**config.mk**
```make
export PLATFORM = sky130hd
export DESIGN_NAME = plme_exec
export DESIGN_NICKNAME = d
export VERILOG_FILES = /design/src/design/plme_pkg.sv /design/src/design/plme_ptr_if.sv /design/src/design/plme_ptr_regs.sv /design/src/design/plme_exec.sv
export SDC_FILE = /design/constraint.sdc
export NUM_CORES = 1
export LEC_CHECK = 0
export BUFFER_PORTS_ARGS = -buffer_cell sky130_fd_sc_hd__buf_2
export CORE_AREA = 2 2 90 101
export DETAILED_ROUTE_END_ITERATION = 10
export DIE_AREA = 0 0 92 103
export HOLD_SLACK_MARGIN = 0.02
export PLACE_DENSITY = 0.78
export SYNTH_ARGS = -nofsm -noshare
export SYNTH_HDL_FRONTEND = slang
export SYNTH_SLANG_ARGS = --single-unit
export TNS_END_PERCENT = 10
```
**constraint.sdc**
```tcl
create_clock -name mclk -period 2.4 [get_ports mclk]
set_input_delay 0.24 -clock mclk [delete_from_list [all_inputs] [get_ports mclk]]
set_output_delay 0.24 -clock mclk [all_outputs]
set_load 0.005 [all_outputs]
```
**src/design/plme_pkg.sv**
```systemverilog
// Behaviour
// - Pointer load writes a 12-bit literal into pointer 0, 1 or 2.
// - Pointer load is two words, opcode 1110111000 then 11110000; no flags.
// - Pointer load: high bits in Q4 of cycle one, low byte in Q4 of two.
// - File move reads a bank register; d=0 writes W, d=1 writes back.
// - Access bit 0 uses the access bank; access bit 1 uses bank select.
// - Extended set, access bit 0 and f at most 5Fh uses pointer-2 indexing.
// - File-to-file move copies any 12-bit source to any 12-bit destination.
// - File-to-file move accepts W's location as source or destination.
// - File-to-file: read source in Q2, no dummy read, write dest in Q4.
// - File-to-file words: 1100 plus source, then 1111 plus destination.
package plme_pkg;
    // Quarter phases of one instruction cycle
    localparam logic [1:0] Q1 = 2'h0;
    localparam logic [1:0] Q2 = 2'h1;
    localparam logic [1:0] Q3 = 2'h2;
    localparam logic [1:0] Q4 = 2'h3;
    localparam logic [9:0] LF_OPC1 = 10'h3b8;
    localparam logic [7:0] LF_OPC2 = 8'hf0;
    localparam logic [5:0] MV_OPC = 6'h14;
    localparam logic [3:0] FF_OPC1 = 4'hc;
    localparam logic [3:0] FF_OPC2 = 4'hf;
    localparam logic [1:0] PTR_SEL_BAD = 2'h3;
    localparam logic [7:0] ACC_SPLIT = 8'h80;
    localparam logic [7:0] IDX_MAX = 8'h5f;
    localparam logic [3:0] ACC_LO_BANK = 4'h0;
    localparam logic [3:0] ACC_HI_BANK = 4'hf;
    localparam logic [11:0] WREG_ADDR = 12'hffe;
    localparam logic [11:0] PTR_RST = 12'h000;
    localparam logic [7:0] W_RST = 8'h00;
    localparam logic [11:0] ADDR_RST = 12'h000;
    localparam logic [7:0] DATA_RST = 8'h00;
    typedef enum logic [2:0] {
        ST_IDLE, ST_LF1, ST_LF2, ST_MV, ST_FF1, ST_FF2
    } plme_state_e;
endpackage

```
**src/design/plme_ptr_if.sv**
```systemverilog
`timescale 1ns/1ps
`default_nettype none
interface plme_ptr_if;
    logic wr_hi;
    logic wr_lo;
    logic [1:0] sel;
    logic [7:0] wdata;
    logic [11:0] ptr [3];
    modport ctl (output wr_hi, output wr_lo, output sel, output wdata,
                 input ptr);
    modport regs (input wr_hi, input wr_lo, input sel, input wdata,
                  output ptr);
endinterface
`default_nettype wire

```
**src/design/plme_ptr_regs.sv**
```systemverilog
`timescale 1ns/1ps
`default_nettype none
module plme_ptr_regs
    import plme_pkg::*;
#(
    parameter int NPTR = 3
) (
    // Clock and reset
    input wire logic mclk,
    input wire logic nrst,
    // Pointer access
    plme_ptr_if.regs pif
);
    logic [11:0] ptr_ff [NPTR];
    logic [11:0] nxt_ptr [NPTR];

    always_comb begin
        for (int i = 0; i < NPTR; i++) begin
            nxt_ptr[i] = ptr_ff[i];
            if (pif.sel == i[1:0]) begin
                if (pif.wr_hi) begin
                    nxt_ptr[i] = {pif.wdata[3:0], ptr_ff[i][7:0]};
                end
                if (pif.wr_lo) begin
                    nxt_ptr[i] = {ptr_ff[i][11:8], pif.wdata};
                end
            end
        end
    end

    always_ff @(posedge mclk) begin
        for (int i = 0; i < NPTR; i++) begin
            if (!nrst) begin
                ptr_ff[i] <= PTR_RST;
            end else begin
                ptr_ff[i] <= nxt_ptr[i];
            end
        end
    end

    always_comb begin
        for (int i = 0; i < NPTR; i++) begin
            pif.ptr[i] = ptr_ff[i];
        end
    end
endmodule
`default_nettype wire

```
**src/design/plme_exec.sv**
```systemverilog
`timescale 1ns/1ps
`default_nettype none
module plme_exec
    import plme_pkg::*;
(
    // Clock and reset
    input wire logic mclk,
    input wire logic nrst,
    // Fetched word, stable over the whole instruction cycle
    input wire logic [15:0] instr_word,
    // Core state used for addressing
    input wire logic [3:0] bank_select_register,
    input wire logic ext_set_en,
    // Data memory
    output logic [11:0] mem_addr,
    output logic mem_rd,
    output logic mem_wr,
    output logic [7:0] mem_wdata,
    input wire logic [7:0] mem_rdata,
    // Architectural results
    output logic [7:0] w_reg,
    output logic [1:0] phase,
    output logic [11:0] ptr0,
    output logic [11:0] ptr1,
    output logic [11:0] ptr2
);
    plme_ptr_if pif ();
    plme_ptr_regs #(.NPTR(3)) u_ptr (
        .mclk(mclk),
        .nrst(nrst),
        .pif(pif)
    );
    plme_state_e st_ff, nxt_st;
    logic [1:0] q_ff, nxt_q;
    logic [11:0] addr_ff, nxt_addr;
    logic rd_ff, nxt_rd;
    logic wr_ff, nxt_wr;
    logic [7:0] wdata_ff, nxt_wdata;
    logic [7:0] w_ff, nxt_w;
    logic [7:0] data_ff, nxt_data;
    logic d_ff, nxt_d;
    logic src_w_ff, nxt_src_w;
    logic dst_w_ff, nxt_dst_w;
    logic phi_ff, nxt_phi;
    logic plo_ff, nxt_plo;
    logic [1:0] sel_ff, nxt_sel;
    logic [7:0] lit_ff, nxt_lit;
    logic is_lf, is_mv, is_ff;
    logic [11:0] mv_addr;
    logic [7:0] fa;
    assign is_lf = instr_word[15:6] == LF_OPC1;
    assign is_mv = instr_word[15:10] == MV_OPC;
    assign is_ff = instr_word[15:12] == FF_OPC1;
    assign fa = instr_word[7:0];

    // Effective address of a byte-oriented operand
    always_comb begin
        if (instr_word[8]) begin
            mv_addr = {bank_select_register, fa};
        end else if (ext_set_en && fa <= IDX_MAX) begin
            mv_addr = pif.ptr[2] + {4'h0, fa};
        end else if (fa < ACC_SPLIT) begin
            mv_addr = {ACC_LO_BANK, fa};
        end else begin
            mv_addr = {ACC_HI_BANK, fa};
        end
    end

    always_comb begin
        nxt_q = q_ff + 2'h1;
        nxt_st = st_ff;
        nxt_addr = addr_ff;
        nxt_rd = 1'b0;
        nxt_wr = 1'b0;
        nxt_wdata = wdata_ff;
        nxt_w = w_ff;
        nxt_data = data_ff;
        nxt_d = d_ff;
        nxt_src_w = src_w_ff;
        nxt_dst_w = dst_w_ff;
        nxt_phi = 1'b0;
        nxt_plo = 1'b0;
        nxt_sel = sel_ff;
        nxt_lit = lit_ff;
        unique case (st_ff)
            ST_IDLE: begin
                if (q_ff == Q1) begin
                    if (is_lf) begin
                        nxt_st = ST_LF1;
                        nxt_sel = instr_word[5:4];
                        nxt_lit = {4'h0, instr_word[3:0]};
                    end else if (is_mv) begin
                        nxt_st = ST_MV;
                        nxt_d = instr_word[9];
                        nxt_addr = mv_addr;
                        nxt_rd = 1'b1;
                    end else if (is_ff) begin
                        nxt_st = ST_FF1;
                        nxt_addr = instr_word[11:0];
                        nxt_src_w = instr_word[11:0] == WREG_ADDR;
                        nxt_rd = instr_word[11:0] != WREG_ADDR;
                    end
                end
            end
            ST_LF1: begin
                if (q_ff == Q3) begin
                    nxt_phi = sel_ff != PTR_SEL_BAD;
                end
                if (q_ff == Q4) begin
                    nxt_st = ST_LF2;
                end
            end
            ST_LF2: begin
                if (q_ff == Q1) begin
                    nxt_lit = instr_word[7:0];
                    // second word must carry its prefix
                    if (instr_word[15:8] != LF_OPC2) begin
                        nxt_st = ST_IDLE;
                    end
                end
                if (q_ff == Q3) begin
                    nxt_plo = sel_ff != PTR_SEL_BAD;
                end
                if (q_ff == Q4) begin
                    nxt_st = ST_IDLE;
                end
            end
            ST_MV: begin
                if (q_ff == Q2) begin
                    nxt_data = mem_rdata;
                end
                if (q_ff == Q3) begin
                    nxt_wr = d_ff;
                    nxt_wdata = data_ff;
                end
                if (q_ff == Q4) begin
                    if (!d_ff) begin
                        nxt_w = data_ff;
                    end
                    nxt_st = ST_IDLE;
                end
            end
            ST_FF1: begin
                if (q_ff == Q2) begin
                    nxt_data = src_w_ff ? w_ff : mem_rdata;
                end
                if (q_ff == Q4) begin
                    nxt_st = ST_FF2;
                end
            end
            ST_FF2: begin
                if (q_ff == Q1) begin
                    nxt_addr = instr_word[11:0];
                    nxt_dst_w = instr_word[11:0] == WREG_ADDR;
                    if (instr_word[15:12] != FF_OPC2) begin
                        nxt_st = ST_IDLE;
                    end
                end
                if (q_ff == Q3) begin
                    // destination written in Q4, no dummy read
                    nxt_wr = !dst_w_ff;
                    nxt_wdata = data_ff;
                end
                if (q_ff == Q4) begin
                    if (dst_w_ff) begin
                        nxt_w = data_ff;
                    end
                    nxt_st = ST_IDLE;
                end
            end
        endcase
    end

    always_ff @(posedge mclk) begin
        if (!nrst) begin
            st_ff <= ST_IDLE;
            q_ff <= Q1;
            addr_ff <= ADDR_RST;
            rd_ff <= 1'b0;
            wr_ff <= 1'b0;
            wdata_ff <= DATA_RST;
            w_ff <= W_RST;
            data_ff <= DATA_RST;
            d_ff <= 1'b0;
            src_w_ff <= 1'b0;
            dst_w_ff <= 1'b0;
            phi_ff <= 1'b0;
            plo_ff <= 1'b0;
            sel_ff <= 2'h0;
            lit_ff <= DATA_RST;
        end else begin
            st_ff <= nxt_st;
            q_ff <= nxt_q;
            addr_ff <= nxt_addr;
            rd_ff <= nxt_rd;
            wr_ff <= nxt_wr;
            wdata_ff <= nxt_wdata;
            w_ff <= nxt_w;
            data_ff <= nxt_data;
            d_ff <= nxt_d;
            src_w_ff <= nxt_src_w;
            dst_w_ff <= nxt_dst_w;
            phi_ff <= nxt_phi;
            plo_ff <= nxt_plo;
            sel_ff <= nxt_sel;
            lit_ff <= nxt_lit;
        end
    end

    // Pointer strobes are registered, so writes land at the end of Q4
    assign pif.wr_hi = phi_ff;
    assign pif.wr_lo = plo_ff;
    assign pif.sel = sel_ff;
    assign pif.wdata = lit_ff;

    assign mem_addr = addr_ff;
    assign mem_rd = rd_ff;
    assign mem_wr = wr_ff;
    assign mem_wdata = wdata_ff;
    assign w_reg = w_ff;
    assign phase = q_ff;
    assign ptr0 = pif.ptr[0];
    assign ptr1 = pif.ptr[1];
    assign ptr2 = pif.ptr[2];

    property p_rd_q2;
        @(posedge mclk) disable iff (!nrst) rd_ff |-> q_ff == Q2;
    endproperty
    a_rd_q2: assert property (p_rd_q2) else $error("read outside Q2");
    property p_wr_q4;
        @(posedge mclk) disable iff (!nrst) wr_ff |-> q_ff == Q4;
    endproperty
    a_wr_q4: assert property (p_wr_q4) else $error("write outside Q4");
    property p_lf_hi;
        @(posedge mclk) disable iff (!nrst)
        (st_ff == ST_IDLE && q_ff == Q1 && is_lf
            && instr_word[5:4] != PTR_SEL_BAD)
        |-> ##4 pif.ptr[sel_ff][11:8] == $past(instr_word[3:0], 4);
    endproperty
    a_lf_hi: assert property (p_lf_hi) else $error("ptr high wrong");
    property p_lf_lo;
        @(posedge mclk) disable iff (!nrst)
        (st_ff == ST_LF2 && q_ff == Q1 && instr_word[15:8] == LF_OPC2
            && sel_ff != PTR_SEL_BAD)
        |-> ##4 pif.ptr[sel_ff][7:0] == $past(instr_word[7:0], 4);
    endproperty
    a_lf_lo: assert property (p_lf_lo) else $error("pointer low wrong");
    property p_mv_w;
        @(posedge mclk) disable iff (!nrst)
        (st_ff == ST_IDLE && q_ff == Q1 && is_mv && !instr_word[9])
        |-> ##2 (w_ff == $past(w_ff)) ##2 w_ff == $past(mem_rdata, 3);
    endproperty
    a_mv_w: assert property (p_mv_w) else $error("move to W wrong");
    property p_mv_bank;
        @(posedge mclk) disable iff (!nrst)
        (st_ff == ST_IDLE && q_ff == Q1 && is_mv && instr_word[8])
        |=> rd_ff && addr_ff == {$past(bank_select_register), $past(fa)};
    endproperty
    a_mv_bank: assert property (p_mv_bank) else $error("bank wrong");
    property p_mv_idx;
        @(posedge mclk) disable iff (!nrst)
        (st_ff == ST_IDLE && q_ff == Q1 && is_mv && !instr_word[8]
            && ext_set_en && fa <= IDX_MAX)
        |=> addr_ff == $past(pif.ptr[2]) + {4'h0, $past(fa)};
    endproperty
    a_mv_idx: assert property (p_mv_idx) else $error("idx addr wrong");
    property p_ff_dst;
        @(posedge mclk) disable iff (!nrst)
        (st_ff == ST_FF2 && q_ff == Q1 && instr_word[15:12] == FF_OPC2
            && instr_word[11:0] != WREG_ADDR)
        |-> !rd_ff [*3] ##1 wr_ff && addr_ff == $past(instr_word[11:0], 3)
            && wdata_ff == data_ff;
    endproperty
    a_ff_dst: assert property (p_ff_dst) else $error("copy wr wrong");
    property p_ff_wdst;
        @(posedge mclk) disable iff (!nrst)
        (st_ff == ST_FF2 && q_ff == Q1 && instr_word[15:12] == FF_OPC2
            && instr_word[11:0] == WREG_ADDR)
        |-> ##4 w_ff == $past(data_ff) && !$past(wr_ff);
    endproperty
    a_ff_wdst: assert property (p_ff_wdst) else $error("W copy wrong");
endmodule
`default_nettype wire

```
# Word level (Yosys, flattened, before mapping)

Memories as Yosys holds them, arrays and structs flattened.
Index checks and enable logic that the tools add are counted.

Add/subtract/negate cells: 2
$lt $le $gt $ge: 2
Equality and inequality tests: 37
Mux-type cells: 56
Bitwise logic cells: 8
Reduce and logical (&&, ||, !) cells: 23

Operators by type and width:

| kind                   | number |
|---|---|
| $mux W12               | 20 |
| $mux W8                | 10 |
| $pmux W8 S2            | 3 |
| $mux W3                | 13 |
| $ne A2 B2 Y1 const B   | 14 |
| $pmux W12 S2           | 1 |
| $pmux W3 S6            | 1 |
| $ne A3 B3 Y1 const B   | 5 |
| $reduce_and A5 Y1      | 3 |
| $add A12 B8 Y12        | 1 |
| $eq A12 B12 Y1 const B | 1 |
| $ne A12 B12 Y1 const B | 1 |
| $eq A10 B10 Y1 const B | 1 |
| $reduce_and A9 Y1      | 1 |
| $le A8 B7 Y1 const B   | 1 |
| $lt A8 B8 Y1 const B   | 1 |
| $ne A4 B4 Y1 const B   | 2 |
| $ne A8 B8 Y1 const B   | 1 |
| $reduce_and A2 Y1      | 4 |
| $reduce_and A4 Y1      | 2 |
| $reduce_bool A2 Y1     | 4 |
| $mux W1                | 7 |
| $eq A2 B2 Y1 const B   | 3 |
| $eq A3 B2 Y1 const B   | 2 |
| 16 further kinds       | 26 |

Bits in registers: 58
Memory bits (writable): 36
Word-level logic and storage cells: 144
Memories kept: 1

Memories:

| name         | depth | width | read ports | clocked after memory_dff | write ports | RTL line            | text |
|---|---|---|---|---|---|---|---|
| u_ptr.ptr_ff | 3     | 12    | 3          | 0                        | 3           | plme_ptr_regs.sv:14 | `logic [11:0] ptr_ff [NPTR];` |

# Depth between registers and ports, before layout

Gate-level depths: netlist (run 1).

Word-level depth: 8
Depth in mapped cells: 9
Mapped depth without buffers: 9

# Cells and area by module

A second synthesis (run 1) with hierarchy kept.

Cells, all modules: 529
Area, all modules: 4804.6 um^2

By module, submodules not included:

| module        | instances | cells an instance | area an instance (um^2) | sequential area each (um^2) |
|---|---|---|---|---|
| plme_exec     | 1         | 397               | 3425.8                  | 1161.1 |
| plme_ptr_regs | 1         | 132               | 1378.8                  | 720.7 |

# Least setup slack after synthesis (run 1)

No wires, ideal clock.

Kind: flip-flop to flip-flop
From: memory u_ptr.ptr_ff[2][1]
To: register addr_ff[9] (netlist: mem_addr[9])
Setup time: 0.074 ns
Data arrival time: 1.951 ns
Data required time: 2.326 ns
Slack: 0.375 ns
Cell stages (with the launch flop): 8
Period minus slack after synthesis: 2.025 ns
Cell sequence: dfxtp_1 ha_1 a211oi_1 o21bai_1 a41o_1 a21oi_1 mux2_2 a31oi_1

RTL lines:

| item                   | RTL line            | text |
|---|---|---|
| start: declaration     | plme_ptr_regs.sv:14 |  |
| end signal: assignment | plme_exec.sv:194    | `addr_ff <= nxt_addr;` |
| end: declaration       | plme_exec.sv:35     | `logic [11:0] addr_ff, nxt_addr;` |

==> impl_results.md, run 1 <==
* Status: complete, no violations
* Later-pin clock latency in the skew report at around 0.37 ns
* Critical Path, Cell by Cell: ha_1, a211oi_1, o21bai_1, a41o_1, a21oi_2, mux2_2, a31oi_1
* Cell taking the most area after synthesis: dfxtp_1
* Async SR Flop Fraction at 0%
* Chip Height at 103 um
* Setup crit end: mem_addr[9]$_SDFFE_PN0P_
* Flop2flop setup slack at between 0.1 and 0.15 ns
* H-tree depth at 3
* Fin Setup TNS at 0 ns
* Minimum clock period at ~2.3 ns
* Critical path's slowest cell: dfxtp_1
* Final wirelength at 11,100 um
* Unrepaired setup endpoints after global routing: no
* # diodes at 0
* Mapped Avg Cell Area at slightly above 9 um^2
* Register bit total from synthesis at 94
* WP data required at roughly 2.7 ns
* Multi-input logic area at around 0.0024 mm^2
* Root buffer cell: clkbuf_8
* Fin nets at between 600 and 700
* CP max FO at 4
* Post-synth EDFFs at 0
* R2R cell count at 7
* Ports at 99
* Unique cell type count in the Yosys netlist at 63
* P_leak at approximately 2.3 nW
* Post-DP HPWL at 7950 um
* Synth area leaders: dfxtp_1 (42%), mux2i_1 (16%), nor2_1 (7.1%)
* Tot GR Track Use at approximately 23%
* Mapped Area at approximately 0.0045 mm^2
* Most used DFF post-synth: dfxtp_1
* Worst-Margin Slew at 0.749 ns
* # DRC at 0
* Final core occ at 62.0%
* Final GP Congestion at 0.942
* Hold crit path type: in2reg
* Startpoint types: register
* Layout cells sized above 1 at 24.8%
* First-pass GRT wire length at approximately 17,000 um
* Clock-pin slew on the worst setup and hold paths at around 0.090 ns
* CTS buffer count at 9
* Vias in the first global route at roughly 3,600
* Most frequent cells in the layout: buf_2 (98), dfxtp_1 (94), nor2_1 (85)
* Clock skew at ~0.013 ns
* Maximum clock frequency at between 400 and 500 MHz
* MaxCap Viol Count at 0
* Critical Path AT at 2.58 ns
* Post-route ant nets at 0
* 1st-pass router iterations at 4
* Area grow syn2layout at 18.7%
* Buffers on Ports at between 90 and 100
* Full die area at between 0.009 and 0.01 mm^2
* Reg area at between 0.0015 and 0.002 mm^2
* Max reg flops at 36
* WS Path Type: reg2reg
* Final setup vio count at 0
* Net Count, Synth at roughly 530
* Warning count from the yosys run at 0
* Final hold violations at 0
* Maximum vdd drop at ~500 uV
* TritonCTS clock tree: done
* Initial antenna violation count at 0
* Reg2Reg Launch Point: u_ptr.ptr_ff[2][1]$_SDFFE_PN0P_
* Total gr overflow at 0
* Fill count at between 700 and 800
* Post-DR vias/cell at 5.52
* Commonest non-fill, non-tap cell in the layout: buf_2
* Critical Path Sink Type: register
* Power, Total at 3.39 mW
* CTS Hold Bufs at 0
* CTS max path bufs at 2
* Share of the synthesized area in the top cell type at a little over two fifths
* Core Area at 0.00856 mm^2
* CP max stage delay at between 0.3 and 0.4 ns
* P per Cell Area at about 640 mW/mm^2
* Register area share after synthesis at about 42%
* Starting Density at between 50% and 60%
* Largest Register: u_ptr.ptr_ff
* Clock sink count at 94
* Initial DRC count at roughly 190
* Final Max Tran Viols at 0
* RR Endpoint: mem_addr[9]$_SDFFE_PN0P_
* Beginning of the critical path: u_ptr.ptr_ff[2][1]$_SDFFE_PN0P_
* Worst hold margin at 0.167 ns
* Post-CTS Setup Bufs at 0
* Slew HR at 50.0%
* Cells after Synth at roughly 480
* DR WL/cell at 16.0 um
* Largest net degree at the start of global routing at between 40 and 50
* Final period util at between 90% and 100%
* Via count at approximately 3,800
* Rows at 36
* Die extent in x at between 90 and 100 um
* Post-CTS Resized at 0
-- worst min-delay path by stage --
stage | from | to | cells after the start
after floorplan | nrst | pif.wr_lo$_SDFF_PN0_ | 2
after global placement | phase[0]$_SDFF_PN0_ | phase[0]$_SDFF_PN0_ | 1
after detailed placement | mem_addr[1]$_SDFFE_PN0P_ | mem_addr[1]$_SDFFE_PN0P_ | 2
after CTS | instr_word[0] | mem_addr[0]$_SDFFE_PN0P_ | 3
after global routing | instr_word[0] | mem_addr[0]$_SDFFE_PN0P_ | 3
final | instr_word[0] | mem_addr[0]$_SDFFE_PN0P_ | 3
-- cell usage after synthesis (all sizes together), types with 3 or more instances --
master,instances
clkbuf,20
nand3,16
and2,4
nor3b,5
o21a,3
nand2b,13
o2111ai,3
ha,12
nand2,30
xnor2,3
a31oi,5
a21oi,22
mux2i,70
inv,8
a2111oi,3
nor3,4
dfxtp,94
nor2,88
o211ai,4
o21ai,11
a211oi,13
a311oi,4
buf,8
nor2b,3
nand3b,5
-- metrics by stage --
stage          instance area [um^2]  instances  worst slack (ns)
6_report                       5300        691             0.126
5_1_grt                        5300        691           0.00152
4_1_cts                        5300        691            0.0874
3_5_place_dp                   5050        675            0.0597
3_3_place_gp                   5050        675             0.164
2_1_floorplan                  4470        482             0.375
-- critical path: cells and delay by family, from the launching register on --
family | cells | cell delay (ns)
multiplexers | 1 | 0.36
AO/OA/AOI/OAI | 5 | 1.18
adder cells (fa/ha/maj) | 1 | 0.27
flip-flops | 1 | 0.39
-- area by class of cell --
| class | count | area share [%] |
|---|---|---|
| Sequential cell | 94 | 35.5 |
| Inverter | 8 | 0.566 |
| Timing Repair Buffer | 107 | 10.8 |
| Tap cell | 114 | 2.69 |
| Clock inverter | 6 | 2.05 |
| Multi-Input combinational cell | 352 | 45.9 |
| Clock buffer | 10 | 2.59 |
-- per-layer routing --
layer  vias to the layer above  GRT usage [%]  wire length (um)
met1                      1808           29.9              5000
met3                        17           6.29               571
li1                       1885              -                 -
met2                       106           38.2              5300
met4                         0           7.81               184
met5                         -              0                 0
-- power by group --
part | total [mW] | internal (mW) | switching [mW]
Clock | 1.28 | 0.719 | 0.559
Combinational | 0.448 | 0.188 | 0.260
Sequential | 1.66 | 1.60 | 0.0585
-- logic make-up (layout without fill, tap and decap cells) --
logic type               count (synthesis)  in the layout  synth area share, %
multiplexers                            71             71                 15.9
AO/OA/AOI/OAI                           82             82                 13.8
adder cells (fa/ha/maj)                 14             14                 4.03
XOR/XNOR                                 4              4                0.784
flip-flops                              94             94                 42.1
buffers and inverters                   36            131                 3.56
AND/OR/NAND/NOR                        181            181                 19.8
(Power assumes the default switching activity.)
==> run 2, diff against run 1 <==
- CELL_PAD_IN_SITES_DETAIL_PLACEMENT: unset -> 1
- CELL_PAD_IN_SITES_GLOBAL_PLACEMENT: unset -> 2
- CORE_AREA: 2 2 90 101 -> 2 2 114 128
- DIE_AREA: 0 0 92 103 -> 0 0 116 130
- PLACE_DENSITY: 0.78 -> unset
- PLACE_DENSITY_LB_ADDON: unset -> 0.1
==> impl_results.md, run 2 (synthesis results as in run 1) <==
* Status: complete, no violations
* Core Area at 0.0139 mm^2 (+63%)
* P_leak at 2.39 nW (+3.6%)
* Fin Setup TNS at 0 ns (unchanged)
* Via count at 3,839 (+0.60%)
* Minimum clock period at 2.22 ns (-0.0583 ns)
* Hold crit path type: in2reg
* MaxCap Viol Count at 0 (unchanged)
* CP top delay family: compound AO/OA/AOI/OAI gates
* Starting Density at 32.1% (-20 points)
* Post-DR vias/cell at 4.92 (-11%)
* Critical Path Sink Type: register
* Die extent in x at 116 um (+26%)
* Most frequent cells in the layout: buf_2 (98), dfxtp_1 (94), nor2_1 (85)
* Final wirelength at 13,200 um (+19%)
* Tot GR Track Use at 17.7% (-5.5 points)
* First-pass GRT wire length at 20,500 um (+18%)
* Critical Path, Cell by Cell: ha_2, inv_1, fa_1, nor2b_1, o31a_1, o2111ai_2, xnor2_1, nand3_1, a311oi_2
* Post-CTS Setup Bufs at 0 (unchanged)
* Final period util at 92.3% (-2.4 points)
* DR WL/cell at 16.9 um (+5.8%)
* Clock skew at 0.0110 ns (-0.00232 ns)
* TritonCTS clock tree: done
* Maximum vdd drop at 375 uV (-24%)
* Fin nets at 627 (+1.8%)
* Clock-pin slew on the worst setup and hold paths at 0.07 ns (-0.02 ns)
* Post-DP HPWL at 9670 um (+22%)
* Worst-Margin Slew at 0.752 ns (+0.00310 ns)
* Maximum clock frequency at 451 MHz (+2.6%)
* Commonest non-fill, non-tap cell in the layout: buf_2
* Largest net degree at the start of global routing at 43 (-4.4%)
* # DRC at 0 (unchanged)
* CP max FO at 3 (-1)
* Worst hold margin at 0.198 ns (+0.0310 ns)
* Layout cells sized above 1 at 26.7% (+1.9 points)
* Post-route ant nets at 0 (unchanged)
* Clock sink count at 94 (unchanged)
* CTS Hold Bufs at 0 (unchanged)
* Rows at 46 (+28%)
* Slew HR at 49.4% (-0.56 points)
* Startpoint types: register
* Post-CTS Resized at 0 (unchanged)
* Unrepaired setup endpoints after global routing: no
* H-tree depth at 3 (unchanged)
* Ports at 99 (unchanged)
* Max reg flops at 36 (unchanged)
* CTS max path bufs at 2 (unchanged)
* Full die area at 0.0151 mm^2 (+59%)
* Vias in the first global route at 3,777 (+6.3%)
* CP bufs+invs at 1 (+1)
* Root buffer cell: clkbuf_16
* Area grow syn2layout at 24.6%
* WP data required at 2.66 ns (-0.04 ns)
* 1st-pass router iterations at 4 (unchanged)
* WS Path Type: reg2reg
* Later-pin clock latency in the skew report at 0.35 ns (-0.02 ns)
* CTS buffer count at 9 (unchanged)
* CP max stage delay at 0.40 ns (about the same)
* Initial antenna violation count at 0 (unchanged)
* Total gr overflow at 0 (unchanged)
* Final Max Tran Viols at 0 (unchanged)
* Final hold violations at 0 (unchanged)
* Chip Height at 130 um (+26%)
* # diodes at 0 (unchanged)
* Initial DRC count at 177 (-5.9%)
* Critical Path AT at 2.48 ns (-0.10 ns)
* Final setup vio count at 0 (unchanged)
* Critical path's slowest cell: fa_1
* Final GP Congestion at 0.802 (-15%)
* Buffers on Ports at 98 (unchanged)
* Largest Register: u_ptr.ptr_ff
* P per Cell Area at 660 mW/mm^2 (+3.2%)
[run 2: changes by cell type in the layout (fill, tap and decap cells not counted), sizes merged]
cell,delta
buf,+11
bufinv,-2
clkbuf,+1
clkinv,-2
clkinvlp,+1
inv,+2
[run 2: cell type report]
| cell class | count | area (um^2) |
|---|---|---|
| Clock buffer | 11 | 253 |
| Clock inverter | 5 | 63.8 |
| Fill cell | 1679 | 8360 |
| Inverter | 8 | 30.0 |
| Multi-Input combinational cell | 352 | 2450 |
| Sequential cell | 94 | 1880 |
| Tap cell | 192 | 240 |
| Timing Repair Buffer | 118 | 653 |
[run 2: through the flow]
stage	instances	total power, mW	area (um^2)	setup WS (ns)	utilization (%)
4_1_cts	780	3.72	5550	0.0605	39.8
3_5_place_dp	764	2.18	5230	0.0458	37.6
2_1_floorplan	482	2.00	4470	0.375	-
3_3_place_gp	764	2.17	5230	0.104	37.6
5_1_grt	780	3.85	5570	0.0269	40.0
6_report	780	3.67	5570	0.184	40.0
[run 2: where the power goes]
part | switching (mW) | total (mW) | internal [mW] | leakage (nW)
sequential | 0.0565 | 1.66 | 1.61 | 0.758
clock | 0.650 | 1.52 | 0.875 | 0.153
combinational | 0.283 | 0.487 | 0.204 | 1.47
[run 2: tightest hold or removal path, delay by kind of cell]
family	cells	cell delay, ns
buffers and inverters	1	0.13
AND/OR/NAND/NOR	1	0.08
multiplexers	1	0.07
[run 2: worst paths after layout]
check,depth (start not counted),end,start,slack [ns]
max,9,mem_addr[10]$_SDFFE_PN0P_,u_ptr.ptr_ff[2][0]$_SDFFE_PN0P_,0.18
min,3,lit_ff[3]$_SDFFE_PN0P_,instr_word[3],0.20
max reg2reg,9,mem_addr[10]$_SDFFE_PN0P_,u_ptr.ptr_ff[2][0]$_SDFFE_PN0P_,0.18
min reg2reg,2,mem_addr[1]$_SDFFE_PN0P_,mem_addr[1]$_SDFFE_PN0P_,0.47
[run 2: metal layers]
metal	track usage [%]	routed length, um
met2	28.1	6070
met5	0	0
met1	23.9	6330
met3	3.53	620
met4	6.58	182
==> run 3, diff against run 2 <==
==> constraint.sdc (replaced) <==
create_clock -name mclk -period 2.4 [get_ports mclk]
set_input_delay 0.36 -clock mclk [delete_from_list [all_inputs] [get_ports mclk]]
set_output_delay 0.36 -clock mclk [all_outputs]
set_load 0.005 [all_outputs]
==> impl_results.md, run 3 (synthesis results as in run 1) <==
* Maximum vdd drop at 274 uV (-27%)
* Hold crit path type: in2reg
* Worst-Margin Slew at 0.596 ns (-0.155 ns)
* Unrepaired setup endpoints after global routing: yes
* Starting Density at 32.1% (unchanged)
* Clock-pin slew on the worst setup and hold paths at 0.07 ns (about the same)
* Critical Path AT at 2.45 ns (-0.03 ns)
* Reg area at 0.00188 mm^2 (unchanged)
* Later-pin clock latency in the skew report at 0.34 ns (about the same)
* Startpoint types: register
* First-pass GRT wire length at 20,600 um (+0.40%)
* Final period util at 93.4% (+1.1 points)
* WS Path Type: reg2reg
* Fin nets at 635 (+1.3%)
* Layout cells sized above 1 at 27.7% (+0.98 points)
* Post-DP HPWL at 9740 um (+0.63%)
* 1st-pass router iterations at 4 (unchanged)
* Area grow syn2layout at 25.8%
* Chip Height at 130 um (unchanged)
* # diodes at 0 (unchanged)
* Clock sink count at 94 (unchanged)
* Largest net degree at the start of global routing at 42 (-2.3%)
* Root buffer cell: clkbuf_16
* P_leak at 2.43 nW (+1.8%)
* Post-DR vias/cell at 4.91 (-0.19%)
* TritonCTS clock tree: done
* Via count at 3,871 (+0.83%)
* Ports at 99 (unchanged)
* CTS buffer count at 9 (unchanged)
* Initial DRC count at 130 (-27%)
* Most frequent cells in the layout: buf_2 (98), dfxtp_1 (94), nor2_1 (85)
* Largest Register: u_ptr.ptr_ff
* Critical Path Sink Type: register
* Commonest non-fill, non-tap cell in the layout: buf_2
* Final Max Tran Viols at 0 (unchanged)
* Slew HR at 59.9% (+10 points)
* P per Cell Area at 648 mW/mm^2 (-1.8%)
* CTS max path bufs at 2 (unchanged)
* Fin Setup TNS at 0 ns (unchanged)
* DR WL/cell at 16.4 um (-3.2%)
* Post-CTS Setup Bufs at 0 (unchanged)
* Full die area at 0.0151 mm^2 (unchanged)
* Multi-input logic area at 0.00244 mm^2 (-0.10%)
* Maximum clock frequency at 446 MHz (-1.2%)
* Tot GR Track Use at 17.5% (-0.22 points)
* Flop2flop setup slack at 0.16 ns (-0.03 ns)
* CP max FO at 3 (unchanged)
* # DRC at 0 (unchanged)
* Minimum clock period at 2.24 ns (+0.0264 ns)
* WP data required at 2.61 ns (-0.05 ns)
* Status: complete, no violations
* Final GP Congestion at 0.826 (+3.0%)
* MaxCap Viol Count at 0 (unchanged)
* Initial antenna violation count at 0 (unchanged)
* Buffers on Ports at 98 (unchanged)
* Final hold violations at 0 (unchanged)
* Final wirelength at 12,900 um (-2.3%)
* Die extent in x at 116 um (unchanged)
* Final setup vio count at 0 (unchanged)
* Total gr overflow at 0 (unchanged)
* Worst hold margin at 0.331 ns (+0.133 ns)
* Fill count at 1,691 (+0.71%)
* CTS Hold Bufs at 0 (unchanged)
* Clock skew at 0.00871 ns (-0.00227 ns)
* Core Area at 0.0139 mm^2 (unchanged)
* Post-route ant nets at 0 (unchanged)
* Max reg flops at 36 (unchanged)
* Rows at 46 (unchanged)
* H-tree depth at 3 (unchanged)
* Vias in the first global route at 3,928 (+4.0%)
## run 3: worst max-delay path: stages (launching register included)
cell	delay, ns
dfxtp_1	0.37
ha_2	0.21
inv_1	0.05
fa_1	0.41
nor2b_2	0.15
o31a_1	0.22
o21ai_0	0.15
mux2i_1	0.17
o311ai_1	0.29
a21oi_1	0.10
## run 3: timing repair
| action | in CTS | in global routing |
|---|---|---|
| gates resized for setup | 0 | 4 |
| hold endpoints to repair | 0 | 0 |
| endpoints found under the setup margin | 0 | 4 |
## run 3: area by class of cell
cell class / instances / area share [%]
Clock inverter: 6 / 1.31
Sequential cell: 94 / 33.5
Clock buffer: 10 / 4.25
Inverter: 8 / 0.534
Multi-Input combinational cell: 352 / 43.5
Timing Repair Buffer: 126 / 12.7
Tap cell: 192 / 4.27
## run 3: final timing paths
path                                                 startpoint                       end  cells past startpoint
worst max-delay path            u_ptr.ptr_ff[2][0]$_SDFFE_PN0P_  mem_addr[8]$_SDFFE_PN0P_                      9
worst min register to register         mem_addr[8]$_SDFFE_PN0P_  mem_addr[8]$_SDFFE_PN0P_                      2
worst max register to register  u_ptr.ptr_ff[2][0]$_SDFFE_PN0P_  mem_addr[8]$_SDFFE_PN0P_                      9
worst min-delay path                              instr_word[9]         d_ff$_SDFFE_PN0P_                      3
## run 3: stage by stage
step	total power [mW]	utilization, %	setup WS (ns)	instances	cell area (um^2)
6_report	3.64	40.4	0.158	788	5620
4_1_cts	3.70	40.3	0.114	788	5610
3_5_place_dp	2.18	38.0	-0.0376	772	5290
2_1_floorplan	2.00	-	0.337	482	4470
5_1_grt	3.83	40.4	-0.0166	788	5620
3_3_place_gp	2.18	38.0	-0.00510	772	5290
## run 3: where the power goes
part / total, mW / switching (mW) / leakage, nW / internal [mW]
sequential: 1.67 / 0.0620 / 0.758 / 1.61
clock: 1.50 / 0.644 / 0.154 / 0.852
combinational: 0.478 / 0.270 / 1.52 / 0.208
total: 3.64 / 0.976 / 2.43 / 2.66
## run 3: routing by layer
layer  routed length [um]  GRT usage, %
met1                 6110          23.0
met3                  587          3.44
met2                 6040          28.8
met4                  160          6.09
met5                    0             0
